`src/core/lcd_ctrl_regs.svh`:
```
// Register map, field positions, reset values and timing for the display control
`ifndef LCD_CTRL_REGS_SVH
`define LCD_CTRL_REGS_SVH
// Register indexes; byte address is four times the index
`define IDX_BIAS 16'hF0F0
`define IDX_MODE 16'hF0F2
`define IDX_CTRL 16'hF0F4
`define IDX_SEGP 16'hF0F6
// Reset values
`define RST_BIAS 16'h0008
`define RST_MODE 16'h0040
`define RST_CTRL 16'h0000
`define RST_SEGP 16'h0000
// Bias control fields
`define BIT_PANEL 5
`define BIT_REV 4
`define BOOST_MSB 3
`define BOOST_LSB 1
`define BIT_BIAS_ON 0
// Display mode fields
`define BIT_WAVE 12
`define FRAME_MSB 7
`define FRAME_LSB 5
`define DUTY_MSB 3
`define DUTY_LSB 0
// Display control fields
`define VIEW_MSB 10
`define VIEW_LSB 8
`define STATE_MSB 1
`define STATE_LSB 0
// Field codes
`define LMD_STOP 2'h0
`define LMD_OFF 2'h1
`define LMD_SHOW 2'h2
`define LMD_ON 2'h3
`define DUTY_MAX 4'h8
`define DUTY_NIB 4'h4
`define VIEW_LOW 3'h0
`define VIEW_HIGH 3'h1
`define VIEW_1HZ 3'h2
`define VIEW_2HZ 3'h3
`define NIB_OFS 3'h4
`define FRAME_T32 3'h6
`define FRAME_T64 3'h7
// Low-speed clock 32768 Hz made from the 40 MHz system clock
`define LS_HZ 26'h0008000
`define CLK_HZ 26'h2625A00
// Frame lengths in low-speed ticks: 32, 38, 64, 75, 128, 150 Hz
`define DIV_32 11'h400
`define DIV_38 11'h35E
`define DIV_64 11'h200
`define DIV_75 11'h1B5
`define DIV_128 11'h100
`define DIV_150 11'h0DA
`endif

```
`src/core/lcd_ctrl_pkg.sv`:
```
// Types shared by the segment display control block
package lcd_ctrl_pkg;
  // Overall display state
  typedef enum logic [1:0] {DS_STOP, DS_OFF, DS_SHOW, DS_ON} disp_state_t;
  // Bus data phase tracking
  typedef enum logic [1:0] {PH_IDLE, PH_WRITE, PH_RWAIT, PH_RDATA} bus_phase_t;
endpackage

```
`src/core/segment_lcd_driver_control.sv`:
```
// Segment display driver control with AHB-Lite register slave
//
// The AHB-Lite slave port is this design's own decision.
`timescale 1ns/1ps
`include "lcd_ctrl_regs.svh"

module segment_lcd_driver_control import lcd_ctrl_pkg::*; (
  input wire logic CLK,
  input wire logic RST,
  input wire logic HSEL,
  input wire logic [31:0] HADDR,
  input wire logic [1:0] HTRANS,
  input wire logic HWRITE,
  input wire logic [2:0] HSIZE,
  input wire logic [31:0] HWDATA,
  input wire logic HREADY,
  output logic [31:0] HRDATA,
  output logic HREADYOUT,
  output logic HRESP,
  input wire logic TICK_1HZ,
  input wire logic TICK_2HZ,
  input wire logic TICK_4HZ,
  input wire logic ADJ_TICK,
  input wire logic [15:0] DISP_ROW,
  output logic [2:0] DATA_ROW,
  output logic PANEL_LED,
  output logic REVERSE_VIEW,
  output logic BIAS_ON,
  output logic BOOST_TICK,
  output logic WAVE_FRAME,
  output logic DRIVE_POL,
  output logic DISP_STOP,
  output logic [7:0] COM_USED,
  output logic [7:0] COM_SEL,
  output logic [15:0] SEG_ON,
  output logic [15:0] PIN_IS_SEG
);

  localparam logic [15:0] BIAS_INIT = `RST_BIAS;
  localparam logic [15:0] MODE_INIT = `RST_MODE;
  localparam logic [15:0] CTRL_INIT = `RST_CTRL;
  localparam logic [15:0] SEGP_INIT = `RST_SEGP;

  logic panel_q, rev_q, bias_on_q, wave_q;
  logic [2:0] boost_q, frame_q, view_q;
  logic [3:0] duty_q;
  logic [1:0] lmd_q;
  logic [15:0] segp_q;
  bus_phase_t ph_q;
  logic [15:0] addr_q;
  logic hit_q;
  logic [31:0] hrdata_q;
  logic take, addr_ok, wr_en, stopped;
  logic [15:0] rd_word;
  disp_state_t state;

  // ----------------------------------------------------------------
  // AHB-Lite slave
  // ----------------------------------------------------------------

  // Address phase accepted whenever the bus is ready
  assign take = HSEL && HTRANS[1] && HREADY;
  assign addr_ok = (HADDR[31:18] == 14'h0000) && (HADDR[1:0] == 2'h0);

  // Reads take one wait state so a write just before is seen
  always_ff @(posedge CLK) begin
    if (RST) begin
      ph_q <= PH_IDLE;
    end else begin
      case (ph_q)
        PH_RWAIT: ph_q <= PH_RDATA;
        PH_IDLE, PH_WRITE, PH_RDATA: begin
          if (take) begin
            ph_q <= HWRITE ? PH_WRITE : PH_RWAIT;
          end else begin
            ph_q <= PH_IDLE;
          end
        end
        default: ph_q <= PH_IDLE;
      endcase
    end
  end

  // Address phase capture; HSIZE ignored, only word transfers used
  always_ff @(posedge CLK) begin
    if (RST) begin
      addr_q <= 16'h0000;
      hit_q <= 1'b0;
    end else if (take) begin
      addr_q <= HADDR[17:2];
      hit_q <= addr_ok;
    end
  end

  assign wr_en = (ph_q == PH_WRITE) && hit_q;
  assign stopped = (lmd_q == `LMD_STOP);

  // Read mux, unused and reserved bits stay zero
  always_comb begin
    rd_word = 16'h0000;
    if (hit_q) begin
      case (addr_q)
        `IDX_BIAS: begin
          rd_word[`BIT_PANEL] = panel_q;
          rd_word[`BIT_REV] = rev_q;
          rd_word[`BOOST_MSB:`BOOST_LSB] = boost_q;
          rd_word[`BIT_BIAS_ON] = bias_on_q;
        end
        `IDX_MODE: begin
          rd_word[`BIT_WAVE] = wave_q;
          rd_word[`FRAME_MSB:`FRAME_LSB] = frame_q;
          rd_word[`DUTY_MSB:`DUTY_LSB] = duty_q;
        end
        `IDX_CTRL: begin
          rd_word[`VIEW_MSB:`VIEW_LSB] = view_q;
          rd_word[`STATE_MSB:`STATE_LSB] = lmd_q;
        end
        `IDX_SEGP: rd_word = segp_q;
        default: rd_word = 16'h0000;
      endcase
    end
  end

  // Read data registered in the wait cycle
  always_ff @(posedge CLK) begin
    if (RST) begin
      hrdata_q <= 32'h00000000;
    end else if (ph_q == PH_RWAIT) begin
      hrdata_q <= {16'h0000, rd_word};
    end
  end

  assign HRDATA = hrdata_q;
  assign HREADYOUT = (ph_q != PH_RWAIT);
  assign HRESP = 1'b0;

  // ----------------------------------------------------------------
  // Registers
  // ----------------------------------------------------------------

  // Bias control; whole low byte locked while the display runs
  always_ff @(posedge CLK) begin
    if (RST) begin
      panel_q <= BIAS_INIT[`BIT_PANEL];
      rev_q <= BIAS_INIT[`BIT_REV];
      boost_q <= BIAS_INIT[`BOOST_MSB:`BOOST_LSB];
      bias_on_q <= BIAS_INIT[`BIT_BIAS_ON];
    end else if (wr_en && (addr_q == `IDX_BIAS) && stopped) begin
      panel_q <= HWDATA[`BIT_PANEL];
      rev_q <= HWDATA[`BIT_REV];
      boost_q <= HWDATA[`BOOST_MSB:`BOOST_LSB];
      bias_on_q <= HWDATA[`BIT_BIAS_ON];
    end
  end

  // Display mode; waveform bit sits in the high byte, always writable
  always_ff @(posedge CLK) begin
    if (RST) begin
      wave_q <= MODE_INIT[`BIT_WAVE];
      frame_q <= MODE_INIT[`FRAME_MSB:`FRAME_LSB];
      duty_q <= MODE_INIT[`DUTY_MSB:`DUTY_LSB];
    end else if (wr_en && (addr_q == `IDX_MODE)) begin
      wave_q <= HWDATA[`BIT_WAVE];
      if (stopped) begin
        frame_q <= HWDATA[`FRAME_MSB:`FRAME_LSB];
        duty_q <= HWDATA[`DUTY_MSB:`DUTY_LSB];
      end
    end
  end

  // Display control and segment pin select
  always_ff @(posedge CLK) begin
    if (RST) begin
      view_q <= CTRL_INIT[`VIEW_MSB:`VIEW_LSB];
      lmd_q <= CTRL_INIT[`STATE_MSB:`STATE_LSB];
      segp_q <= SEGP_INIT;
    end else if (wr_en) begin
      if (addr_q == `IDX_CTRL) begin
        view_q <= HWDATA[`VIEW_MSB:`VIEW_LSB];
        lmd_q <= HWDATA[`STATE_MSB:`STATE_LSB];
      end
      if (addr_q == `IDX_SEGP) begin
        segp_q <= HWDATA[15:0];
      end
    end
  end

  // Display state decode
  always_comb begin
    case (lmd_q)
      `LMD_OFF: state = DS_OFF;
      `LMD_SHOW: state = DS_SHOW;
      `LMD_ON: state = DS_ON;
      default: state = DS_STOP;
    endcase
  end

  // ----------------------------------------------------------------
  // Time base and bias booster clock
  // ----------------------------------------------------------------

  logic [25:0] ls_acc_q, ls_sum;
  logic ls_tick_q;
  logic [6:0] boost_cnt_q, boost_mask;

  // Fractional divider; tick jitter of one system clock is harmless
  assign ls_sum = ls_acc_q + `LS_HZ;
  always_ff @(posedge CLK) begin
    if (RST) begin
      ls_acc_q <= 26'h0000000;
      ls_tick_q <= 1'b0;
    end else if (ls_sum >= `CLK_HZ) begin
      ls_acc_q <= ls_sum - `CLK_HZ;
      ls_tick_q <= 1'b1;
    end else begin
      ls_acc_q <= ls_sum;
      ls_tick_q <= 1'b0;
    end
  end

  // Boost pulse every 2^code low-speed ticks
  assign boost_mask = 7'((8'h01 << boost_q) - 8'h01);
  always_ff @(posedge CLK) begin
    if (RST) begin
      boost_cnt_q <= 7'h00;
    end else if (ls_tick_q) begin
      boost_cnt_q <= boost_cnt_q + 7'h01;
    end
  end

  // Booster only runs with the bias circuit enabled
  assign BOOST_TICK = bias_on_q && ls_tick_q && ((boost_cnt_q & boost_mask) == 7'h00);

  // ----------------------------------------------------------------
  // Frame and common scan
  // ----------------------------------------------------------------

  logic [3:0] duty_n;
  logic [10:0] frame_div, slot_acc_q;
  logic [11:0] slot_sum;
  logic src_tick, test_mode;
  logic [2:0] com_idx_q;
  logic pol_q;
  logic [7:0] com_mask;

  // Out-of-range duty codes drive no commons
  assign duty_n = (duty_q > `DUTY_MAX) ? 4'h0 : duty_q;
  assign com_mask = 8'((9'h001 << duty_n) - 9'h001);

  // Test codes count the adjusted time base instead
  assign test_mode = (frame_q == `FRAME_T32) || (frame_q == `FRAME_T64);
  assign src_tick = test_mode ? ADJ_TICK : ls_tick_q;

  // Frame length in source ticks
  always_comb begin
    case (frame_q)
      3'h0: frame_div = `DIV_32;
      3'h1: frame_div = `DIV_38;
      3'h2: frame_div = `DIV_64;
      3'h3: frame_div = `DIV_75;
      3'h4: frame_div = `DIV_128;
      3'h5: frame_div = `DIV_150;
      `FRAME_T32: frame_div = `DIV_32;
      default: frame_div = `DIV_64;
    endcase
  end

  // Frame split into duty slots by accumulating duty per tick
  assign slot_sum = {1'b0, slot_acc_q} + {8'h00, duty_n};
  always_ff @(posedge CLK) begin
    if (RST || stopped || (duty_n == 4'h0)) begin
      slot_acc_q <= 11'h000;
      com_idx_q <= 3'h0;
      pol_q <= 1'b0;
    end else if (src_tick) begin
      if (slot_sum >= {1'b0, frame_div}) begin
        slot_acc_q <= 11'(slot_sum - {1'b0, frame_div});
        if ({1'b0, com_idx_q} == (duty_n - 4'h1)) begin
          com_idx_q <= 3'h0;
          pol_q <= ~pol_q;
        end else begin
          com_idx_q <= com_idx_q + 3'h1;
          pol_q <= wave_q ? pol_q : ~pol_q;
        end
      end else begin
        slot_acc_q <= slot_sum[10:0];
      end
    end
  end

  // ----------------------------------------------------------------
  // Nibble view
  // ----------------------------------------------------------------

  logic t1_q, t2_q, t4_q, tick_fall, upper_q, upper, nib_en;

  // Falling edges of the time-base ticks
  always_ff @(posedge CLK) begin
    if (RST) begin
      t1_q <= 1'b0;
      t2_q <= 1'b0;
      t4_q <= 1'b0;
    end else begin
      t1_q <= TICK_1HZ;
      t2_q <= TICK_2HZ;
      t4_q <= TICK_4HZ;
    end
  end

  // Unlisted view codes fall back to the 4 Hz switching view
  always_comb begin
    case (view_q)
      `VIEW_1HZ: tick_fall = t1_q && !TICK_1HZ;
      `VIEW_2HZ: tick_fall = t2_q && !TICK_2HZ;
      default: tick_fall = t4_q && !TICK_4HZ;
    endcase
  end

  // Alternation only in the switching views
  always_ff @(posedge CLK) begin
    if (RST) begin
      upper_q <= 1'b0;
    end else if ((view_q > `VIEW_HIGH) && tick_fall) begin
      upper_q <= ~upper_q;
    end
  end

  assign nib_en = (duty_n != 4'h0) && (duty_n <= `DUTY_NIB);
  assign upper = (view_q == `VIEW_LOW) ? 1'b0 : ((view_q == `VIEW_HIGH) ? 1'b1 : upper_q);
  // Row address to the display data store, upper nibble offset by four
  assign DATA_ROW = com_idx_q + ((nib_en && upper) ? `NIB_OFS : 3'h0);

  // ----------------------------------------------------------------
  // Pin drive
  // ----------------------------------------------------------------

  logic [7:0] com_used_q, com_sel_q;
  logic [15:0] seg_on_q, pin_seg_q;

  // Data row arrives in the same cycle; outputs line up one edge later
  always_ff @(posedge CLK) begin
    if (RST) begin
      com_used_q <= 8'h00;
      com_sel_q <= 8'h00;
      seg_on_q <= 16'h0000;
      pin_seg_q <= 16'h0000;
    end else begin
      com_used_q <= com_mask;
      // Commons 3 to 7 share pins with segments 0 to 4
      pin_seg_q <= segp_q & ~{11'h000, com_mask[7:3]};
      com_sel_q <= stopped ? 8'h00 : ((8'h01 << com_idx_q) & com_mask);
      case (state)
        DS_OFF: seg_on_q <= {16{rev_q}};
        DS_ON: seg_on_q <= {16{~rev_q}};
        DS_SHOW: seg_on_q <= DISP_ROW ^ {16{rev_q}};
        default: seg_on_q <= 16'h0000;
      endcase
    end
  end

  assign COM_USED = com_used_q;
  assign COM_SEL = com_sel_q;
  assign SEG_ON = seg_on_q;
  assign PIN_IS_SEG = pin_seg_q;
  assign PANEL_LED = panel_q;
  assign REVERSE_VIEW = rev_q;
  assign BIAS_ON = bias_on_q;
  assign WAVE_FRAME = wave_q;
  assign DRIVE_POL = pol_q;
  assign DISP_STOP = stopped;
endmodule

```
`config.mk`:
```
export PLATFORM = sky130hd
export DESIGN_NAME = segment_lcd_driver_control
export DESIGN_NICKNAME = d
export VERILOG_FILES = /design/src/core/lcd_ctrl_pkg.sv /design/src/core/segment_lcd_driver_control.sv
export VERILOG_INCLUDE_DIRS = /design/src /design/src/core
export SDC_FILE = /design/constraint.sdc
export NUM_CORES = 1
export LEC_CHECK = 0
export BUFFER_PORTS_ARGS = -buffer_cell sky130_fd_sc_hd__buf_4
export CORE_MARGIN = 2
export CORE_UTILIZATION = 50
export DETAILED_ROUTE_END_ITERATION = 16
export GPL_TIMING_DRIVEN = 0
export PLACE_DENSITY = 0.72
export SLEW_MARGIN = 20
export SYNTH_ARGS = -nofsm -noshare
export SYNTH_HDL_FRONTEND = slang
export SYNTH_SLANG_ARGS = --single-unit
```
`constraint.sdc`:
```
create_clock -name CLK -period 9.92 [get_ports CLK]
set_input_delay 0.992 -clock CLK [delete_from_list [all_inputs] [get_ports CLK]]
set_output_delay 0.992 -clock CLK [all_outputs]
set_load 0.05 [all_outputs]
```
==> results of run 1 <==
-- flip-flops by register name, indices dropped and copies added (netlist names), 4 cells and up --
name	count
ls_acc_q	17
HRDATA	16
PIN_IS_SEG	16
SEG_ON	16
addr_q	16
segp_q	16
slot_acc_q	11
COM_SEL	8
COM_USED	8
boost_cnt_q	7
duty_q	4
-- worst paths after layout --
kind,startpoint,endpoint,slack (ns),cells after the start
max,duty_q[3]$_SDFFE_PP0P_,slot_acc_q[4]$_SDFFE_PP0P_,5.05,19
max reg2reg,duty_q[3]$_SDFFE_PP0P_,slot_acc_q[4]$_SDFFE_PP0P_,5.05,19
min reg2reg,addr_q[3]$_SDFFE_PP0P_,addr_q[3]$_SDFFE_PP0P_,0.45,2
min,addr_q[3]$_SDFFE_PP0P_,addr_q[3]$_SDFFE_PP0P_,0.45,2
-- kinds of logic (layout without fill, tap and decap cells) --
logic type	Yosys count	count (layout)
buffers and inverters	110	290
AO/OA/AOI/OAI	172	172
XOR/XNOR	49	49
other	1	17
multiplexers	66	66
AND/OR/NAND/NOR	385	385
adder cells (fa/ha/maj)	35	35
flip-flops	162	162
-- final cells by class --
cell class / instances / area (um2)
fillers: 1440 / 6050
multi-input cells: 724 / 4600
flip-flops and latches: 162 / 3240
repair buffers: 148 / 1110
clock buffers: 19 / 443
plain buffers: 75 / 395
well taps: 220 / 275
clock inverters: 13 / 151
inverters: 35 / 131
-- layer usage --
layer | vias to the layer above | track usage [%]
met4 | 0 | 9.14
met2 | 199 | 40.8
met1 | 3422 | 31.1
met5 | - | 0
met3 | 41 | 4.94
li1 | 3724 | -
-- power by group through the flow --
stage | combinational (W) | clock [W] | sequential [W]
6_report | 0.0000790 | 0.000666 | 0.000657
5_1_grt | 0.0000853 | 0.000702 | 0.000657
4_1_cts | 0.0000788 | 0.000673 | 0.000657
3_5_place_dp | 0.0000785 | 0 | 0.000671
3_3_place_gp | 0.0000781 | 0 | 0.000671
2_1_floorplan | 0.0000436 | 0 | 0.000671
-- metrics by stage --
step | power, W | hold slack (ns) | std cells
final | 0.00140 | 0.450 | 1396
after CTS | 0.00141 | 0.450 | 1396
after global placement | 0.000749 | 0.439 | 1364
after global routing | 0.00144 | 0.469 | 1396
after detailed placement | 0.000750 | 0.441 | 1364
after floorplan | 0.000714 | 0.431 | 996
-- cell usage in the layout, fill, tap and decap left out, types with 12 or more instances in the layout --
| cell type | n |
|---|---|
| nand3_1 | 18 |
| nand2b_1 | 14 |
| or3_1 | 12 |
| buf_4 | 169 |
| o21ai_0 | 28 |
| conb_1 | 17 |
| nor2_1 | 140 |
| ha_1 | 32 |
| xnor2_1 | 28 |
| a21oi_1 | 66 |
| inv_1 | 32 |
| clkbuf_1 | 45 |
| clkbuf_16 | 17 |
| dfxtp_1 | 162 |
| nand2_1 | 94 |
| mux2i_1 | 57 |
| nor2b_1 | 24 |
| nor3_1 | 23 |
| xor2_1 | 20 |
-- worst max-delay path, cell delays in order, from the launching register on --
cell and delay [ns]:
dfxtp_1 0.44, nand2b_1 0.27, inv_1 0.13, ha_1 0.31, a21o_1 0.19, a21oi_1 0.16, nor2b_1 0.06, o21ai_0 0.46
nor2_1 0.14, xor2_1 0.19, ha_1 0.40, nand2_1 0.07, or4_1 0.42, nand4_2 0.15, a31oi_1 0.13, or2_1 0.25
buf_6 0.13, or3_1 0.34, a21oi_1 0.17, mux2_1 0.34
==> results.toml, run 1 <==
[placement]
place_area_um2 = 9750
place.gp.congestion = 0.870
io_buffers = 148
pre_cts_ws_ns = 5.11
dpl.hpwl_mm = 16.0

[job]
cap_violations = 0

[timing]
setup_violations = 0
rsz0062_at_grt = "no"
final_max_slew_viol_count = 0
finClkSkew_ns = 0.00763
setup_tns_ns = 0
min_period_ns = 4.87
fmax_mhz = 205
tightest_slew_ns = 1.02
finalWorstSetupSlack_ns = 5.05
hold_viol_final = 0
finalCritPeriodShare_pct = 49.1
slew_headroom_pct = 31.8

[power]
swShare_pct = 23.7
combPwrFrac_pct = 5.6
sequentialPowerShare_pct = 46.8
leakage_nw = 4.39
ir_drop_v = 0.000132
p_int_w = 0.00107
powerDensity_nw_per_um2 = 135
netSwitchingPower_w = 0.000332
clkPwrFrac_pct = 47.5

[synthesis]
synth.cell_area_um2 = 8310
yosysTopAreaCell = "dfxtp_1"
synthSimpleGateAreaFrac_pct = 22.1
synth_top_flop_cell = "dfxtp_1"
synth_xor_area_share_pct = 5.33
synth.top_cell.area_share_pct = 39.0
synth.distinct_cells = 72
syn_inst = 980
synthAdderAreaFrac_pct = 5.42
synth_seq_cells = 162
yosysMostFrequentCell = "dfxtp_1"
synthMuxAreaShare_pct = 8.36
ys_warn_count = 0
yosys-top-cells-area = "dfxtp_1 39%, mux2i_1 6.9%, nor2_1 6.3%, ha_1 4.8%, nand2_1 4.2%"
synth_edf_count = 0
synth_common_cells = "162 x dfxtp_1, 140 x nor2_1, 94 x nand2_1, 66 x a21oi_1, 57 x mux2i_1"
synth-seq-area-share_pct = 39.0
syn_avg_cell_area_um2 = 8.48
synth_compound_area_share_pct = 13.4
synth_top_family_by_area = "simple AND/OR/NAND/NOR gates"
ys_async_sr_fraction_pct = 0

[cts]
cts-hold-fix-buffers = 0
clk_pin_slew_worst_paths_ns = 0.07
clock-sinks = 162
cts_resized = 0
cts_tree = "done"
cts-root-buf = "clkbuf_16"
cts-buffers-inserted = 17
postCtsSetupBuffers = 0
cts_htree_levels = 4
clockBufferDepth = 2
clkLatencyLatePin_ns = 0.43

[final_layout]
fin_area_um2 = 10400
drive_gt1_share_pct = 19.6
antenna_cells = 0
areaGrowthSynthToFinish_pct = 24.6
final_util_pct = 63.1
nNetsFinal = 1291

[worst_setup_path]
crit_path_end_kind = "flop"
critical_path_class = "reg -> reg"
start_kind = "flop"
crit_arrival_ns = 5.19
path_max_fanout = 7
crit_required_ns = 10.24

[drt]
wl_mm = 21.5
drcViolationCount = 0
drtPass1Iterations = 7
topRoutingLayerUsed = "met4"
wl_met3_um = 974
dr.first_iter.drc_count = 555
vias = 7386
drtAntennaViolNets = 0
avgViaCountPerCell = 5.29
met1Wirelength_mm = 9.55
drt-wirelength-per-cell_um = 15.4
routed-wl-met2_mm = 10.5

[global_routing]
grt_pass1_wl_mm = 34.6
antenna_found_initial = 0
grt_max_degree = 17
grt_overflow = 0
track_usage_pct = 24.4
grt_pass1_vias = 7065

[floorplanning]
std_cell_rows = 47
initial_core_util_pct = 50.6
coreArea_um2 = 16400
die_area_um2 = 17700
die_x_um = 133
die_y_um = 133
ios = 186

[min_path]
hold_class = "reg -> reg"

[outcome]
status = "finished, final reports clean"
(Power assumes the default switching activity.)
==> run 2, diff against run 1 <==
==> constraint.sdc (replaced) <==
create_clock -name CLK -period 5 [get_ports CLK]
set_input_delay 0.5 -clock CLK [delete_from_list [all_inputs] [get_ports CLK]]
set_output_delay 0.5 -clock CLK [all_outputs]
set_load 0.05 [all_outputs]
==> run 2 against run 1 <==
Clock power is 98% higher; critical path depth stayed put; register-to-register slack worse by 4.7 ns; non-clock buffer count stayed put; sequential share of layout area stayed put; clock-buffer cell count stayed put; sequential cell count stayed put; die area stayed put; largest cell class unchanged; largest power group unchanged.
==> results.toml, run 2 (same netlist as run 1, synthesis figures left out) <==
[cts]
clkLatencyLatePin_ns = 0.43
cts-hold-fix-buffers = 0
cts-buffers-inserted = 17
cts_htree_levels = 4
clk_pin_slew_worst_paths_ns = 0.07
clock-sinks = 162
cts-root-buf = "clkbuf_16"
clockBufferDepth = 2
cts_tree = "done"

[drt]
drt-wirelength-per-cell_um = 15.4
vias = 7392
avgViaCountPerCell = 5.30
dr.first_iter.drc_count = 557
drcViolationCount = 0
drtPass1Iterations = 5
wl_mm = 21.5
drtAntennaViolNets = 0

[power]
leakage_nw = 4.39
power_w = 0.00278
ir_drop_v = 0.000261
powerDensity_nw_per_um2 = 269

[global_routing]
grt_pass1_vias = 7065
grt_max_degree = 17
grt_overflow = 0
track_usage_pct = 24.4
antenna_found_initial = 0
grt_pass1_wl_mm = 34.6

[timing]
setup_tns_ns = 0
fmax_mhz = 213
setup_violations = 0
tightest_slew_ns = 1.01
slew_headroom_pct = 31.8
min_period_ns = 4.69
rsz0062_at_grt = "no"
final_max_slew_viol_count = 0
hold_viol_final = 0
finalCritPeriodShare_pct = 93.9
finClkSkew_ns = 0.00773

[min_path]
min_to = "t4_q$_SDFF_PP0_"
worstHoldStart = "TICK_4HZ"
min_path_cells = 2
hold_class = "in -> reg"

[final_layout]
areaGrowthSynthToFinish_pct = 24.6
final_common_cell = "buf_4"
drive_gt1_share_pct = 19.6
largest_reg_flops = 17
layout_common_cells = "169 x buf_4, 162 x dfxtp_1, 140 x nor2_1"
nNetsFinal = 1291
antenna_cells = 0
top_register = "ls_acc_q"

[worst_setup_path]
r2r_start = "duty_q[3]$_SDFFE_PP0P_"
r2r_slack_ns = 0.31
crit_path_end_kind = "flop"
start_kind = "flop"
crit_arrival_ns = 5.01
r2r-end = "slot_acc_q[4]$_SDFFE_PP0P_"
r2r_cells = 19
critical_path_class = "reg -> reg"
crit_required_ns = 5.32
path_max_fanout = 7

[floorplanning]
std_cell_rows = 47
initial_core_util_pct = 50.6
die_x_um = 133
die_area_um2 = 17700
ios = 186
die_y_um = 133
coreArea_um2 = 16400

[job]
cap_violations = 0

[placement]
place.gp.congestion = 0.870
dpl.hpwl_mm = 16.0
io_buffers = 148

[outcome]
status = "finished, final reports clean"
run 2: layer usage:
metal  part of all wire (%)  wire length [um]  vias up  GRT usage [%]
met3                    4.5               967       41           4.94
met4                    2.5               531        0           9.14
li1                       -                 -     3724              -
met2                     49             10400      196           40.8
met1                     44              9570     3431           31.1
met5                      0                 0        -              0
run 2: stage by stage:
step	cells	setup WS, ns	hold slack, ns	instance area (um2)	utilization [%]
global route	1396	0.0339	0.291	10400	63.1
finish	1396	0.306	0.289	10400	63.1
CTS	1396	0.159	0.278	10300	63.1
global placement	1364	0.223	0.439	9750	59.5
floorplan	996	0.743	0.431	8370	-
detailed placement	1364	0.187	0.441	9750	59.5
run 2: how the worst max path moves through the flow:
stage,from,to,slack [ns],depth (start not counted)
after CTS,duty_q[3]$_SDFFE_PP0P_,slot_acc_q[4]$_SDFFE_PP0P_,0.16,19
final,duty_q[3]$_SDFFE_PP0P_,slot_acc_q[4]$_SDFFE_PP0P_,0.31,19
after global routing,duty_q[3]$_SDFFE_PP0P_,slot_acc_q[4]$_SDFFE_PP0P_,0.03,19
after floorplan,duty_q[3]$_SDFFE_PP0P_,slot_acc_q[4]$_SDFFE_PP0P_,0.74,19
after global placement,duty_q[3]$_SDFFE_PP0P_,slot_acc_q[4]$_SDFFE_PP0P_,0.22,19
after detailed placement,duty_q[3]$_SDFFE_PP0P_,slot_acc_q[4]$_SDFFE_PP0P_,0.19,19
run 2: critical path, stage by stage (launching register included):
cell,delay (ns)
dfxtp_1,0.44
nand2b_1,0.27
inv_1,0.13
ha_1,0.31
a21o_1,0.19
a21oi_1,0.16
nor2b_1,0.06
o21ai_1,0.32
nor2_1,0.12
xor2_1,0.18
ha_1,0.40
nand2_1,0.07
or4_1,0.42
nand4_2,0.15
a31oi_1,0.13
or2_1,0.25
buf_6,0.13
or3_1,0.34
a21oi_1,0.17
mux2_1,0.34
run 2: timing repair:
action                                  CTS  global route
buffers inserted                          0             0
gates resized for setup                   0             1
endpoints found under the setup margin    0             1
run 2: power by group:
group / leakage (nW) / internal [W] / switching, W
clock: 0.288 / 0.000759 / 0.000564
combinational: 2.79 / 0.0000652 / 0.0000917
sequential: 1.31 / 0.00130 / 0.00000449
run 2: layout make-up:
class / instances / area, um2
Tap cell: 220 / 275
Fill cell: 1440 / 6050
Timing Repair Buffer: 148 / 1110
Inverter: 35 / 131
Clock inverter: 13 / 151
Multi-Input combinational cell: 724 / 4600
Clock buffer: 19 / 443
Sequential cell: 162 / 3240
Buffer: 75 / 395
==> run 3, diff against run 2 <==
--- a/config.mk
+++ b/config.mk
@@ -12,6 +12,7 @@
 export DETAILED_ROUTE_END_ITERATION = 16
 export GPL_TIMING_DRIVEN = 0
 export PLACE_DENSITY = 0.72
+export RECOVER_POWER = 50
 export SLEW_MARGIN = 20
 export SYNTH_ARGS = -nofsm -noshare
 export SYNTH_HDL_FRONTEND = slang
==> run 3 against run 2 <==
Register-to-register slack hardly changed; via count is 0.61% higher; first-iteration DRC count is 1.8% higher; worst hold slack better by 0.0031 ns; global-route usage stayed put; largest cell class unchanged; clock-buffer cell count stayed put; sequential share of layout area is 0.80 points higher; maximum frequency is 0.29% lower.
==> results.toml, run 3 (same netlist as run 1, synthesis figures left out) <==
[drt]
dr.first_iter.drc_count = 567
drcViolationCount = 0
vias = 7437
drt-wirelength-per-cell_um = 15.4
drtAntennaViolNets = 0
wl_mm = 21.6
avgViaCountPerCell = 5.33
drtPass1Iterations = 5

[timing]
finalWorstSetupSlack_ns = 0.292
rsz0062_at_grt = "no"
slew_headroom_pct = 31.8
finClkSkew_ns = 0.00924
final_max_slew_viol_count = 0
setup_violations = 0
fmax_mhz = 212
finalCritPeriodShare_pct = 94.2
setup_tns_ns = 0
tightest_slew_ns = 1.02
hold_viol_final = 0
min_period_ns = 4.71

[placement]
pre_cts_ws_ns = 0.187
place.gp.congestion = 0.870
io_buffers = 148
place_area_um2 = 9750
dpl.hpwl_mm = 16.0

[final_layout]
final_common_cell = "dfxtp_1"
layout_common_cells = "162 x dfxtp_1, 140 x nor2_1, 115 x clkbuf_1"
multi_input_area_um2 = 4600
fin_area_um2 = 10100
largest_reg_flops = 17
areaGrowthSynthToFinish_pct = 21.5
seqCellArea_um2 = 3240
nNetsFinal = 1291
drive_gt1_share_pct = 13.8
top_register = "ls_acc_q"
nFillCells = 1524
antenna_cells = 0

[global_routing]
grt_pass1_wl_mm = 34.6
grt_overflow = 0
track_usage_pct = 24.4
antenna_found_initial = 0
grt_util_met2_pct = 40.8
grt_pass1_vias = 7065
busiest_layer = "met2"
met3_usage_pct = 4.94
grt_max_degree = 17
met1_usage_pct = 31.1

[worst_setup_path]
crit_required_ns = 5.32
crit_path_end_kind = "flop"
start_kind = "flop"
r2r-end = "slot_acc_q[4]$_SDFFE_PP0P_"
r2r_slack_ns = 0.29
r2r_start = "duty_q[3]$_SDFFE_PP0P_"
crit_arrival_ns = 5.03
r2r_cells = 19
critical_path_class = "reg -> reg"
crit_chain = "nand2b_1 > inv_1 > ha_1 > a21o_1 > a21oi_1 > nor2b_1 > o21ai_1 > nor2_1 > xor2_1 > ha_1 > nand2_1 > or4_1 > nand4_2 > a31oi_1 > or2_1 > buf_6 > or3_1 > a21oi_1 > mux2_1"
path_max_fanout = 7
critPathSlowestCell = "dfxtp_1"
max_stage_delay_ns = 0.44

[power]
leakage_nw = 4.09
swShare_pct = 23.6
ir_drop_v = 0.000259
clkPwrFrac_pct = 47.5
netSwitchingPower_w = 0.000656
power_w = 0.00278
sequentialPowerShare_pct = 46.9
combPwrFrac_pct = 5.6
p_int_w = 0.00212
powerDensity_nw_per_um2 = 275

[min_path]
hold_class = "in -> reg"
worstHoldStart = "TICK_4HZ"
min_to = "t4_q$_SDFF_PP0_"
min_path_cells = 2

[cts]
clk_pin_slew_worst_paths_ns = 0.07
cts-root-buf = "clkbuf_16"
clock-sinks = 162
cts_htree_levels = 4
cts-buffers-inserted = 17
clkLatencyLatePin_ns = 0.43
clockBufferDepth = 2
cts-hold-fix-buffers = 0
cts_tree = "done"

[floorplanning]
die_y_um = 133
ios = 186
die_x_um = 133
coreArea_um2 = 16400
initial_core_util_pct = 50.6
die_area_um2 = 17700
std_cell_rows = 47

[job]
cap_violations = 0

[outcome]
status = "finished, final reports clean"
[run 3: cell count changes in the layout (fill, tap and decap cells not counted)]
cell | previous run | this run
buf_1 | 2 | 1
buf_4 | 169 | 100
clkbuf_1 | 45 | 115
[run 3: worst max path at each step]
stage                                       from                         end  slack [ns]  depth (start not counted)
after floorplan           duty_q[3]$_SDFFE_PP0P_  slot_acc_q[4]$_SDFFE_PP0P_        0.74                         19
after global placement    duty_q[3]$_SDFFE_PP0P_  slot_acc_q[4]$_SDFFE_PP0P_        0.22                         19
after global routing      duty_q[3]$_SDFFE_PP0P_  slot_acc_q[4]$_SDFFE_PP0P_        0.03                         19
after detailed placement  duty_q[3]$_SDFFE_PP0P_  slot_acc_q[4]$_SDFFE_PP0P_        0.19                         19
final                     duty_q[3]$_SDFFE_PP0P_  slot_acc_q[4]$_SDFFE_PP0P_        0.29                         19
after CTS                 duty_q[3]$_SDFFE_PP0P_  slot_acc_q[4]$_SDFFE_PP0P_        0.16                         19
[run 3: power groups by stage]
| stage | combinational, W | sequential (W) | clock (W) |
|---|---|---|---|
| global route | 0.000169 | 0.00130 | 0.00139 |
| finish | 0.000156 | 0.00130 | 0.00132 |
| floorplan | 0.0000866 | 0.00133 | 0 |
| global placement | 0.000155 | 0.00133 | 0 |
| CTS | 0.000156 | 0.00130 | 0.00134 |
| detailed placement | 0.000156 | 0.00133 | 0 |
[run 3: repair_timing]
action | in CTS | in global routing
setup endpoints to repair | 0 | 1
endpoints found under the hold margin | 0 | 0
gates resized for setup | 0 | 1
setup buffers | 0 | 0
[run 3: per-layer routing]
metal,vias to the layer above,share of wire (%)
li1,3723,-
met1,3470,45
met2,200,49
met3,44,4.3
met4,0,2.5
met5,-,0
[run 3: per-stage QoR]
| stage | hold WS (ns) | utilization (%) | instances |
|---|---|---|---|
| 2_1_floorplan | 0.431 | - | 996 |
| 3_3_place_gp | 0.439 | 59.5 | 1364 |
| 3_5_place_dp | 0.441 | 59.5 | 1364 |
| 4_1_cts | 0.278 | 63.1 | 1396 |
| 5_1_grt | 0.291 | 61.5 | 1396 |
| 6_report | 0.292 | 61.5 | 1396 |
[run 3: critical path: cells and delay by family, from the launching register on]
family	cells	cell delay (ns)
and+or+nand+nor	8	1.69
AOI/OAI and AO/OA	5	0.97
adders and majority gates	2	0.71
DFF	1	0.44
muxes	1	0.34
buffers and inverters	2	0.27
xor gates and xnor gates	1	0.18
[run 3: final cells by class]
class / instances / share of cell area, %
tap: 220 / 2.73
clock buffer: 19 / 4.39
timing repair buffer: 148 / 8.44
sequential: 162 / 32.1
clock inverter: 13 / 1.50
multi-input combinational: 724 / 45.6
inverter: 35 / 1.30
buffer: 75 / 3.92
